File: src/hw/fifo_reset_control_defines.vh
// Purpose: constants for the queue reset controller and its register file
// Assumes: byte addresses on a 32-bit classic Wishbone slave
// Notes: included by fifo_reset_control.v
`ifndef FIFO_RESET_CONTROL_DEFINES_VH
`define FIFO_RESET_CONTROL_DEFINES_VH
`define ADDR_CTRL        6'h00
`define ADDR_DOUT_RST    6'h01
`define ADDR_THRESH      6'h02
`define ADDR_STATUS      6'h03
`define CTRL_MODE_LSB    0
`define CTRL_RST_EN      2
`define CTRL_HS_LOW      3
`define CTRL_OUT_REG     4
`define CTRL_LOOKAHEAD   5
`define CTRL_INJ_SINGLE  6
`define CTRL_INJ_DOUBLE  7
`define CTRL_RESET       8'h04
`define DOUT_RST_RESET   8'h00
`define THR_FULL_RESET   5'h0C
`define THR_EMPTY_RESET  5'h04
`define MODE_FULL_HIGH   2'h0
`define MODE_FULL_LOW    2'h1
`define MODE_HARD        2'h2
`define MODE_SYNC        2'h3
`define SYNC_CYCLES      3'h3
`define STRETCH_CYCLES   3'h5
`define DEPTH            5'h10
`endif

File: src/hw/fifo_reset_control.v
// Purpose: 16 x 8 queue with selectable reset behaviour and a Wishbone control port
// Assumes: all inputs synchronous to clk_sys; both queue sides share clk_sys
// Notes: outputs are registered, so reset values show from the edge that samples reset
//
// Added by the designer: the register addresses and register access over Wishbone.
`timescale 1ns/100ps
`include "fifo_reset_control_defines.vh"
module fifo_reset_control (
  input  wire        clk_sys,                  // system clock, 25 MHz
  input  wire        rstn,                     // power-up reset, active low
  input  wire        wb_cyc_i,                 // bus cycle
  input  wire        wb_stb_i,                 // bus strobe
  input  wire        wb_we_i,                  // bus write
  input  wire [7:0]  wb_adr_i,                 // byte address
  input  wire [3:0]  wb_sel_i,                 // byte enables
  input  wire [31:0] wb_dat_i,                 // write data
  output reg  [31:0] wb_dat_o,                 // read data
  output reg         wb_ack_o,                 // bus acknowledge
  input  wire        queue_reset,              // edge-sensitive queue reset
  input  wire        common_sync_reset,        // sync reset, both sides
  input  wire        wr_side_reset,            // sync reset, write side
  input  wire        rd_side_reset,            // sync reset, read side
  input  wire        wr_en,                    // write request
  input  wire [7:0]  din,                      // write data
  output reg         full,                     // queue full
  output reg         near_full_flag,           // one slot left
  output reg         threshold_full_flag,      // count at or above threshold
  output reg         wr_ack,                   // write accepted
  output reg         overflow,                 // write while full
  output reg  [4:0]  wr_count,                 // fill count, write side
  input  wire        rd_en,                    // read request
  output reg  [7:0]  dout,                     // read data
  output reg         empty,                    // queue empty
  output reg         near_empty_flag,          // one word left
  output reg         threshold_empty_flag,     // count at or below threshold
  output reg         valid,                    // read data valid
  output reg         underflow,                // read while empty
  output reg  [4:0]  rd_count,                 // fill count, read side
  output reg         corrected_error_flag,     // marked single error on read
  output reg         uncorrectable_error_flag, // marked double error on read
  output reg         reset_busy                // queue in reset state
);

  localparam S_RUN  = 4'b0001;
  localparam S_HOLD = 4'b0010;
  localparam S_SYNC = 4'b0100;
  localparam S_STR  = 4'b1000;

  // register decode, shared by read and write paths
  function [3:0] reg_hit;
    input [5:0] idx;
    begin
      reg_hit = 4'h0;
      case (idx)
        `ADDR_CTRL:     reg_hit = 4'h1;
        `ADDR_DOUT_RST: reg_hit = 4'h2;
        `ADDR_THRESH:   reg_hit = 4'h4;
        `ADDR_STATUS:   reg_hit = 4'h8;
        default:        reg_hit = 4'h0;
      endcase
    end
  endfunction

  reg  [1:0]   rst_sync_q;
  wire         rst_n_s;
  reg  [7:0]   ctrl_q;
  reg  [7:0]   dout_rst_q;
  reg  [4:0]   thr_full_q;
  reg  [4:0]   thr_empty_q;
  reg  [3:0]   state_q;
  reg  [3:0]   state_d;
  reg  [2:0]   cnt_q;
  reg  [2:0]   cnt_d;
  reg          qrst_prev_q;
  reg  [4:0]   wptr_q;
  reg  [4:0]   rptr_q;
  wire [159:0] mem_flat;
  wire [1:0]   mode;
  wire         rst_en;
  wire         hs_low;
  wire         rise;
  wire         in_rst;
  wire         sync_mode;
  wire         common_sync_reset_wr;
  wire         common_sync_reset_rd;
  wire         clr_mem;
  wire         wr_go;
  wire         rd_go;
  wire [4:0]   wptr_d;
  wire [4:0]   rptr_d;
  wire [4:0]   cnt_next;
  wire [9:0]   rd_word;
  wire [3:0]   hit;
  wire         bus_req;

  assign mode      = ctrl_q[`CTRL_MODE_LSB+1:`CTRL_MODE_LSB];
  assign rst_en    = ctrl_q[`CTRL_RST_EN];
  assign hs_low    = ctrl_q[`CTRL_HS_LOW];
  assign sync_mode = rst_en && (mode == `MODE_SYNC);
  // edge, not level, starts an async reset
  assign rise      = rst_en && !sync_mode && queue_reset && !qrst_prev_q;
  assign in_rst    = (state_q != S_RUN);
  assign common_sync_reset_wr   = sync_mode && (common_sync_reset || wr_side_reset);
  assign common_sync_reset_rd   = sync_mode && (common_sync_reset || rd_side_reset);
  // hard mode keeps storage so the last read word survives
  assign clr_mem   = (rise && mode != `MODE_HARD) || (sync_mode && common_sync_reset);
  assign wr_go     = wr_en && !full && !in_rst && !common_sync_reset_wr;
  assign rd_go     = rd_en && !empty && !in_rst && !common_sync_reset_rd;
  assign wptr_d    = (rise || in_rst || common_sync_reset_wr) ? 5'h00 : wptr_q + {4'h0, wr_go};
  assign rptr_d    = (rise || in_rst || common_sync_reset_rd) ? 5'h00 : rptr_q + {4'h0, rd_go};
  assign cnt_next  = wptr_d - rptr_d;
  assign rd_word   = mem_flat[rptr_q[3:0]*10 +: 10];
  assign hit       = reg_hit(wb_adr_i[7:2]);
  assign bus_req   = wb_cyc_i && wb_stb_i && !wb_ack_o;

  // power-up reset released through two flops
  always @(posedge clk_sys or negedge rstn)
  begin
    if (!rstn)
      rst_sync_q <= 2'b00;
    else
      rst_sync_q <= {rst_sync_q[0], 1'b1};
  end
  assign rst_n_s = rst_sync_q[1];

  // register writes; one-cycle ack for every address, unmapped reads zero
  always @(posedge clk_sys or negedge rst_n_s)
  begin
    if (!rst_n_s)
    begin
      ctrl_q      <= `CTRL_RESET;
      dout_rst_q  <= `DOUT_RST_RESET;
      thr_full_q  <= `THR_FULL_RESET;
      thr_empty_q <= `THR_EMPTY_RESET;
      wb_ack_o    <= 1'b0;
      wb_dat_o    <= 32'h00000000;
    end
    else
    begin
      wb_ack_o <= bus_req;
      if (bus_req && wb_we_i)
      begin
        if (hit[0] && wb_sel_i[0])
          ctrl_q <= wb_dat_i[7:0];
        if (hit[1] && wb_sel_i[0])
          dout_rst_q <= wb_dat_i[7:0];
        if (hit[2] && wb_sel_i[0])
          thr_full_q <= wb_dat_i[4:0];
        if (hit[2] && wb_sel_i[1])
          thr_empty_q <= wb_dat_i[12:8];
      end
      if (bus_req && !wb_we_i)
      begin
        case (hit)
          4'h1:    wb_dat_o <= {24'h000000, ctrl_q};
          4'h2:    wb_dat_o <= {24'h000000, dout_rst_q};
          4'h4:    wb_dat_o <= {19'h00000, thr_empty_q, 3'h0, thr_full_q};
          4'h8:    wb_dat_o <= {16'h0000, 3'h0, rd_count, 3'h0, reset_busy,
                                empty, full, corrected_error_flag, uncorrectable_error_flag};
          default: wb_dat_o <= 32'h00000000;
        endcase
      end
    end
  end

  // reset sequencer; a new edge restarts the sequence from any state
  always @*
  begin
    state_d = state_q;
    cnt_d   = cnt_q;
    case (state_q)
      S_RUN:
      begin
        state_d = S_RUN;
      end
      S_HOLD:
      begin
        if (!queue_reset)
        begin
          state_d = S_SYNC;
          cnt_d   = `SYNC_CYCLES;
        end
      end
      S_SYNC:
      begin
        if (cnt_q == 3'h1)
          state_d = S_RUN;
        else
          cnt_d = cnt_q - 3'h1;
      end
      S_STR:
      begin
        if (cnt_q != 3'h1)
          cnt_d = cnt_q - 3'h1;
        else if (!queue_reset)
          state_d = S_RUN;
      end
      default:
      begin
        state_d = S_RUN;
        cnt_d   = 3'h0;
      end
    endcase
    if (rise)
    begin
      // full-low mode counts from assertion, so level is not waited for
      if (mode == `MODE_FULL_LOW)
      begin
        state_d = S_SYNC;
        cnt_d   = `SYNC_CYCLES;
      end
      else if (mode == `MODE_HARD)
      begin
        state_d = S_STR;
        cnt_d   = `STRETCH_CYCLES;
      end
      else
      begin
        state_d = S_HOLD;
        cnt_d   = 3'h0;
      end
    end
  end

  // sequencer state and pointers
  always @(posedge clk_sys or negedge rst_n_s)
  begin
    if (!rst_n_s)
    begin
      state_q     <= S_RUN;
      cnt_q       <= 3'h0;
      qrst_prev_q <= 1'b0;
      wptr_q      <= 5'h00;
      rptr_q      <= 5'h00;
    end
    else
    begin
      state_q     <= state_d;
      cnt_q       <= cnt_d;
      qrst_prev_q <= queue_reset;
      wptr_q      <= wptr_d;
      rptr_q      <= rptr_d;
    end
  end

  // storage words with two error markers each
  genvar gi;
  generate
    for (gi = 0; gi < 16; gi = gi + 1)
    begin : g_word
      reg [9:0] word_q;
      always @(posedge clk_sys or negedge rst_n_s)
      begin
        if (!rst_n_s)
          word_q <= 10'h000;
        else if (clr_mem)
          word_q <= 10'h000;
        else if (wr_go && wptr_q[3:0] == gi)
          word_q <= {ctrl_q[`CTRL_INJ_DOUBLE], ctrl_q[`CTRL_INJ_SINGLE], din};
      end
      assign mem_flat[gi*10 +: 10] = word_q;
    end
  endgenerate

  // write-side outputs; overflow follows the enable even in reset
  always @(posedge clk_sys or negedge rst_n_s)
  begin
    if (!rst_n_s)
    begin
      full                <= 1'b0;
      near_full_flag      <= 1'b0;
      threshold_full_flag <= 1'b0;
      wr_ack              <= 1'b0;
      overflow            <= 1'b0;
      wr_count            <= 5'h00;
    end
    else
    begin
      overflow <= wr_en && full;
      if (rise || state_d != S_RUN)
      begin
        // full-high mode blocks writers while in reset
        full                <= (mode == `MODE_FULL_HIGH);
        near_full_flag      <= (mode == `MODE_FULL_HIGH);
        threshold_full_flag <= (mode == `MODE_FULL_HIGH);
        wr_ack              <= hs_low;
        wr_count            <= 5'h00;
      end
      else if (common_sync_reset_wr)
      begin
        full                <= 1'b0;
        near_full_flag      <= 1'b0;
        threshold_full_flag <= 1'b0;
        wr_ack              <= hs_low;
        wr_count            <= 5'h00;
      end
      else
      begin
        full                <= (cnt_next == `DEPTH);
        near_full_flag      <= (cnt_next >= `DEPTH - 5'h01);
        threshold_full_flag <= (cnt_next >= thr_full_q);
        wr_ack              <= wr_go ^ hs_low;
        wr_count            <= cnt_next;
      end
    end
  end

  // read-side outputs; data reset value chosen per mode
  always @(posedge clk_sys or negedge rst_n_s)
  begin
    if (!rst_n_s)
    begin
      dout                 <= 8'h00;
      empty                <= 1'b1;
      near_empty_flag      <= 1'b1;
      threshold_empty_flag <= 1'b1;
      valid                <= 1'b0;
      underflow            <= 1'b0;
      rd_count             <= 5'h00;
      reset_busy           <= 1'b0;
    end
    else
    begin
      underflow  <= rd_en && empty;
      reset_busy <= (state_d != S_RUN) || common_sync_reset_wr || common_sync_reset_rd;
      if (rise || state_d != S_RUN)
      begin
        empty                <= 1'b1;
        near_empty_flag      <= 1'b1;
        threshold_empty_flag <= 1'b1;
        valid                <= hs_low;
        rd_count             <= 5'h00;
        if (mode != `MODE_HARD)
          dout <= dout_rst_q;
        else if (ctrl_q[`CTRL_OUT_REG])
          dout <= dout_rst_q;
      end
      else if (common_sync_reset_rd)
      begin
        empty                <= 1'b1;
        near_empty_flag      <= 1'b1;
        threshold_empty_flag <= 1'b1;
        valid                <= hs_low;
        rd_count             <= 5'h00;
        dout                 <= dout_rst_q;
      end
      else
      begin
        empty                <= (cnt_next == 5'h00);
        near_empty_flag      <= (cnt_next <= 5'h01);
        threshold_empty_flag <= (cnt_next <= thr_empty_q);
        valid                <= rd_go ^ hs_low;
        rd_count             <= cnt_next;
        if (rd_go)
          dout <= rd_word[7:0];
      end
    end
  end

  // error markers; in lookahead mode they are kept across resets
  always @(posedge clk_sys or negedge rst_n_s)
  begin
    if (!rst_n_s)
    begin
      corrected_error_flag     <= 1'b0;
      uncorrectable_error_flag <= 1'b0;
    end
    else if (rd_go)
    begin
      corrected_error_flag     <= rd_word[8] && !rd_word[9];
      uncorrectable_error_flag <= rd_word[9];
    end
    else if ((rise || common_sync_reset_rd) && !ctrl_q[`CTRL_LOOKAHEAD])
    begin
      corrected_error_flag     <= 1'b0;
      uncorrectable_error_flag <= 1'b0;
    end
    // lookahead mode: flags stay until the first valid read
  end

endmodule

File: config.mk
export PLATFORM = sky130hd
export DESIGN_NAME = fifo_reset_control
export DESIGN_NICKNAME = d
export VERILOG_FILES = /design/src/hw/fifo_reset_control.v
export VERILOG_INCLUDE_DIRS = /design/src /design/src/hw
export SDC_FILE = /design/constraint.sdc
export NUM_CORES = 1
export LEC_CHECK = 0
export BUFFER_PORTS_ARGS = -buffer_cell sky130_fd_sc_hd__buf_2
export CORE_ASPECT_RATIO = 1.75
export CORE_MARGIN = 2
export CORE_UTILIZATION = 25
export CTS_CLUSTER_DIAMETER = 30
export DETAILED_ROUTE_END_ITERATION = 8
export SLEW_MARGIN = 10
export SYNTH_ARGS = -nofsm -noshare
export SYNTH_HDL_FRONTEND = slang
export SYNTH_SLANG_ARGS = --single-unit
File: constraint.sdc
create_clock -name clk_sys -period 10.6 [get_ports clk_sys]
set_input_delay 1.06 -clock clk_sys [delete_from_list [all_inputs] [get_ports clk_sys]]
set_output_delay 1.06 -clock clk_sys [all_outputs]
set_load 0.01 [all_outputs]
==> flow_summary.ini <==
[drt]
routedWlPerCell_um = 18.0
wl_um = 31900
num_vias = 8107
drc = 0
viasPerCell = 4.58
drt-pass1-iter-count = 5
antenna_left = 0
drt_iter0_markers = 467

[place]
hpwl_um = 21000
gp_congestion = 0.803
portBuffers = 84
placed_area_mm2 = 0.0132

[setup_path]
path_class = register to register
cp-endpoint = threshold_full_flag$_DFF_PN0_
crit_required_ns = 11.07
critPathMaxFanout = 11
endpoint_kind = register
slowest_stage = dfstp_2
start_kind = register
cp_slowest_stage_delay_ns = 0.57
cp.arrival_ns = 4.88
crit_chain = inv_2, nor4_2, buf_4, nand3b_1, nor2b_1, ha_1, and3_1, ha_1, inv_1, fa_1, ha_1, a21oi_1, maj3_1, maj3_1, or3_1, nand3_1
crit_start = state_q[0]$_DFF_PN1_
critPathMostFrequentCell = ha_1
r2r-start = state_q[0]$_DFF_PN1_
crit-reg2reg-capture = threshold_full_flag$_DFF_PN0_
r2r_cells = 16
reg2reg_slack_ns = 6.19

[sta]
period_share_pct = 41.6
rsz0062_at_grt = no
worstMarginPinSlew_ns = 1.15
finalSetupViolCount = 0
hold_viol = 0
slew_viol_final = 0
clock_skew_ns = 0.0294
hold-worst-slack_ns = 0.312
timing.final.crit_period_ns = 4.41
fmax_ghz = 0.227
slew_headroom_pct = 23.1
timing.setup.tns_ns = 0

[synth]
yosysTopAreaCell = dfrtp_1
ys_ff_latch = 251
synth-seq-area-share_pct = 51.5
synth.area.top_cells = dfrtp_1 (50%), mux2i_1 (13%), mux4_2 (9.2%)
yosys.cell_types.count = 61
synthFlopType = dfrtp_1
yosys-top-cells-count = dfrtp_1 (243), nor2_1 (177), mux2i_1 (158), nand2_1 (58), mux4_2 (50)
syn_area_mm2 = 0.0122
synth.most_common_cell = dfrtp_1
synth_warnings = 0
avgSynthCellArea_um2 = 11.9
syn_inst = 1028
synth_top_area_share_pct = 49.8
async_flop_share_pct = 100
synth_edf_count = 0

[die]
start_util_pct = 25.2
core_area_mm2 = 0.0485
die_area_mm2 = 0.0507
die_w_um = 171
num_io_pins = 127
die_h_um = 296
fp-row-count = 107

[cts]
cts_hold_buf = 0
cts_htree_levels = 2
cts_buffer_depth = 3
cts_buffers = 34
clkTransAtPathRegs_ns = 0.07
clock-root-buffer = clkbuf_16
clkSinkCount = 251
ctsResizeCount = 0
tritoncts = built
cts_setup_buffers = 0
clk_latency_ns = 0.53

[power_and_ir_drop]
leakagePower_nw = 6.84
sequentialPowerShare_pct = 36.2
clkPwrFrac_pct = 27.9
p_sw_share_pct = 36.1
internal-power_w = 0.00261
switching_power_w = 0.00147
power_w = 0.00408
ir_drop_v = 0.000129
power_density_mw_per_mm2 = 285
p_comb_share_pct = 35.9

[finish]
seq_area_mm2 = 0.00630
nets = 1171
final_util_pct = 29.6
syn2layout_area_growth_pct = 17.5
nFillCells = 5006
stdcell_area_mm2 = 0.0143
multiInputGateArea_mm2 = 0.00551
drive_above_1_share_pct = 22.8

[status]
status = finished, final reports clean

[min_path]
hold_path_class = primary input to async pin

[grt]
met2_usage_pct = 23.7
overflow = 0
grt_max_degree = 169
antenna_found_initial = 2
use_met1_pct = 13.4
grt_first_pass_wirelength_um = 49500
top_usage_layer = met2
grt_pass1_vias = 8498
grt_usage_pct = 12.7
use_met3_pct = 1.57

[job]
cap_violations = 0
==> area by class of cell <==
cell class / count / area share, %
antenna: 1 / 0.0175
tap: 654 / 5.71
clock inverter: 23 / 1.59
multi-input combinational: 690 / 38.4
clock buffer: 39 / 6.42
timing repair buffer: 92 / 3.44
inverter: 19 / 0.497
sequential: 251 / 43.9
==> flip-flops by register name (all words and copies together), names as in the netlist, 2 cells and up <==
name,count
cnt_q,3
dout_rst_q,8
wb_dat_o,13
g_word.word_q,160
wr_count,5
rd_count,5
thr_full_q,5
ctrl_q,8
rptr_q,5
wptr_q,5
rst_sync_q,2
state_q,4
dout,8
thr_empty_q,5
==> worst min path at each step <==
stage,startpoint,to,slack [ns],depth (start not counted)
floorplan,rst_sync_q[0]$_DFF_PN0_,rst_sync_q[1]$_DFF_PN0_,0.33,0
global placement,rst_sync_q[0]$_DFF_PN0_,rst_sync_q[1]$_DFF_PN0_,0.34,0
detailed placement,rst_sync_q[0]$_DFF_PN0_,rst_sync_q[1]$_DFF_PN0_,0.34,0
CTS,rstn,rst_sync_q[1]$_DFF_PN0_,0.30,1
global route,rstn,rst_sync_q[1]$_DFF_PN0_,0.31,1
finish,rstn,rst_sync_q[0]$_DFF_PN0_,0.31,1
==> power by group through the flow <==
stage / clock, W / combinational (W) / sequential (W)
finish: 0.00114 / 0.00146 / 0.00148
global route: 0.00119 / 0.00161 / 0.00151
CTS: 0.00116 / 0.00147 / 0.00148
detailed placement: 0 / 0.00147 / 0.00149
global placement: 0 / 0.00143 / 0.00147
floorplan: 0 / 0.00109 / 0.00143
==> layer usage <==
metal | wire [µm] | vias up | part of all wire, %
met2 | 16900 | 234 | 53
met4 | 2040 | 4 | 6.4
met1 | 11700 | 4083 | 37
li1 | - | 3690 | -
met5 | 17 | - | 0.053
met3 | 1290 | 96 | 4.0
==> cells by family (layout without fill, tap and decap cells) <==
logic type	Yosys count	in the layout	synth area share, %
mux	230	230	24.2
simple gates	311	311	11.8
compound gates	93	93	4.96
xor+xnor	13	13	0.933
other cells	2	21	0.0615
flops	251	251	51.5
fa+ha+maj	23	23	2.36
buf+inv	105	173	4.10
==> worst max-delay path: cells and delay by family (launching register included) <==
kind	cells	cell delay [ns]
compound gates	1	0.06
fa+ha+maj	6	2.09
flops	1	0.57
buf+inv	3	0.35
simple gates	6	1.27
==> stage by stage <==
step,instances,worst slack (ns)
finish,1769,6.19
detailed placement,1706,5.70
floorplan,1046,3.10
global placement,1706,5.74
CTS,1768,6.16
global route,1768,6.00
==> placed cells by master (no fill, tap or decap), types with 4 or more instances in the layout <==
cell and instances:
a211o_1 4, clkbuf_16 35, buf_4 7, inv_1 18, nor2_1 177, a22oi_1 8, dfstp_2 8, nand3_1 22
a21oi_1 14, a221oi_1 5, clkinv_8 4, inv_8 5, conb_1 20, mux2i_1 158, a22o_1 6, o21ai_0 31
ha_1 19, nand2b_1 9, and2_1 4, clkinvlp_4 4, nand2_1 58, mux4_2 50, xor2_1 7, nor2b_1 4
and3_1 6, dfrtp_1 240, mux2_2 21, o211ai_1 4, clkinv_4 4, a21o_1 4, buf_2 84, xnor2_1 6
Note: power is estimated with default switching activity, not from simulation.
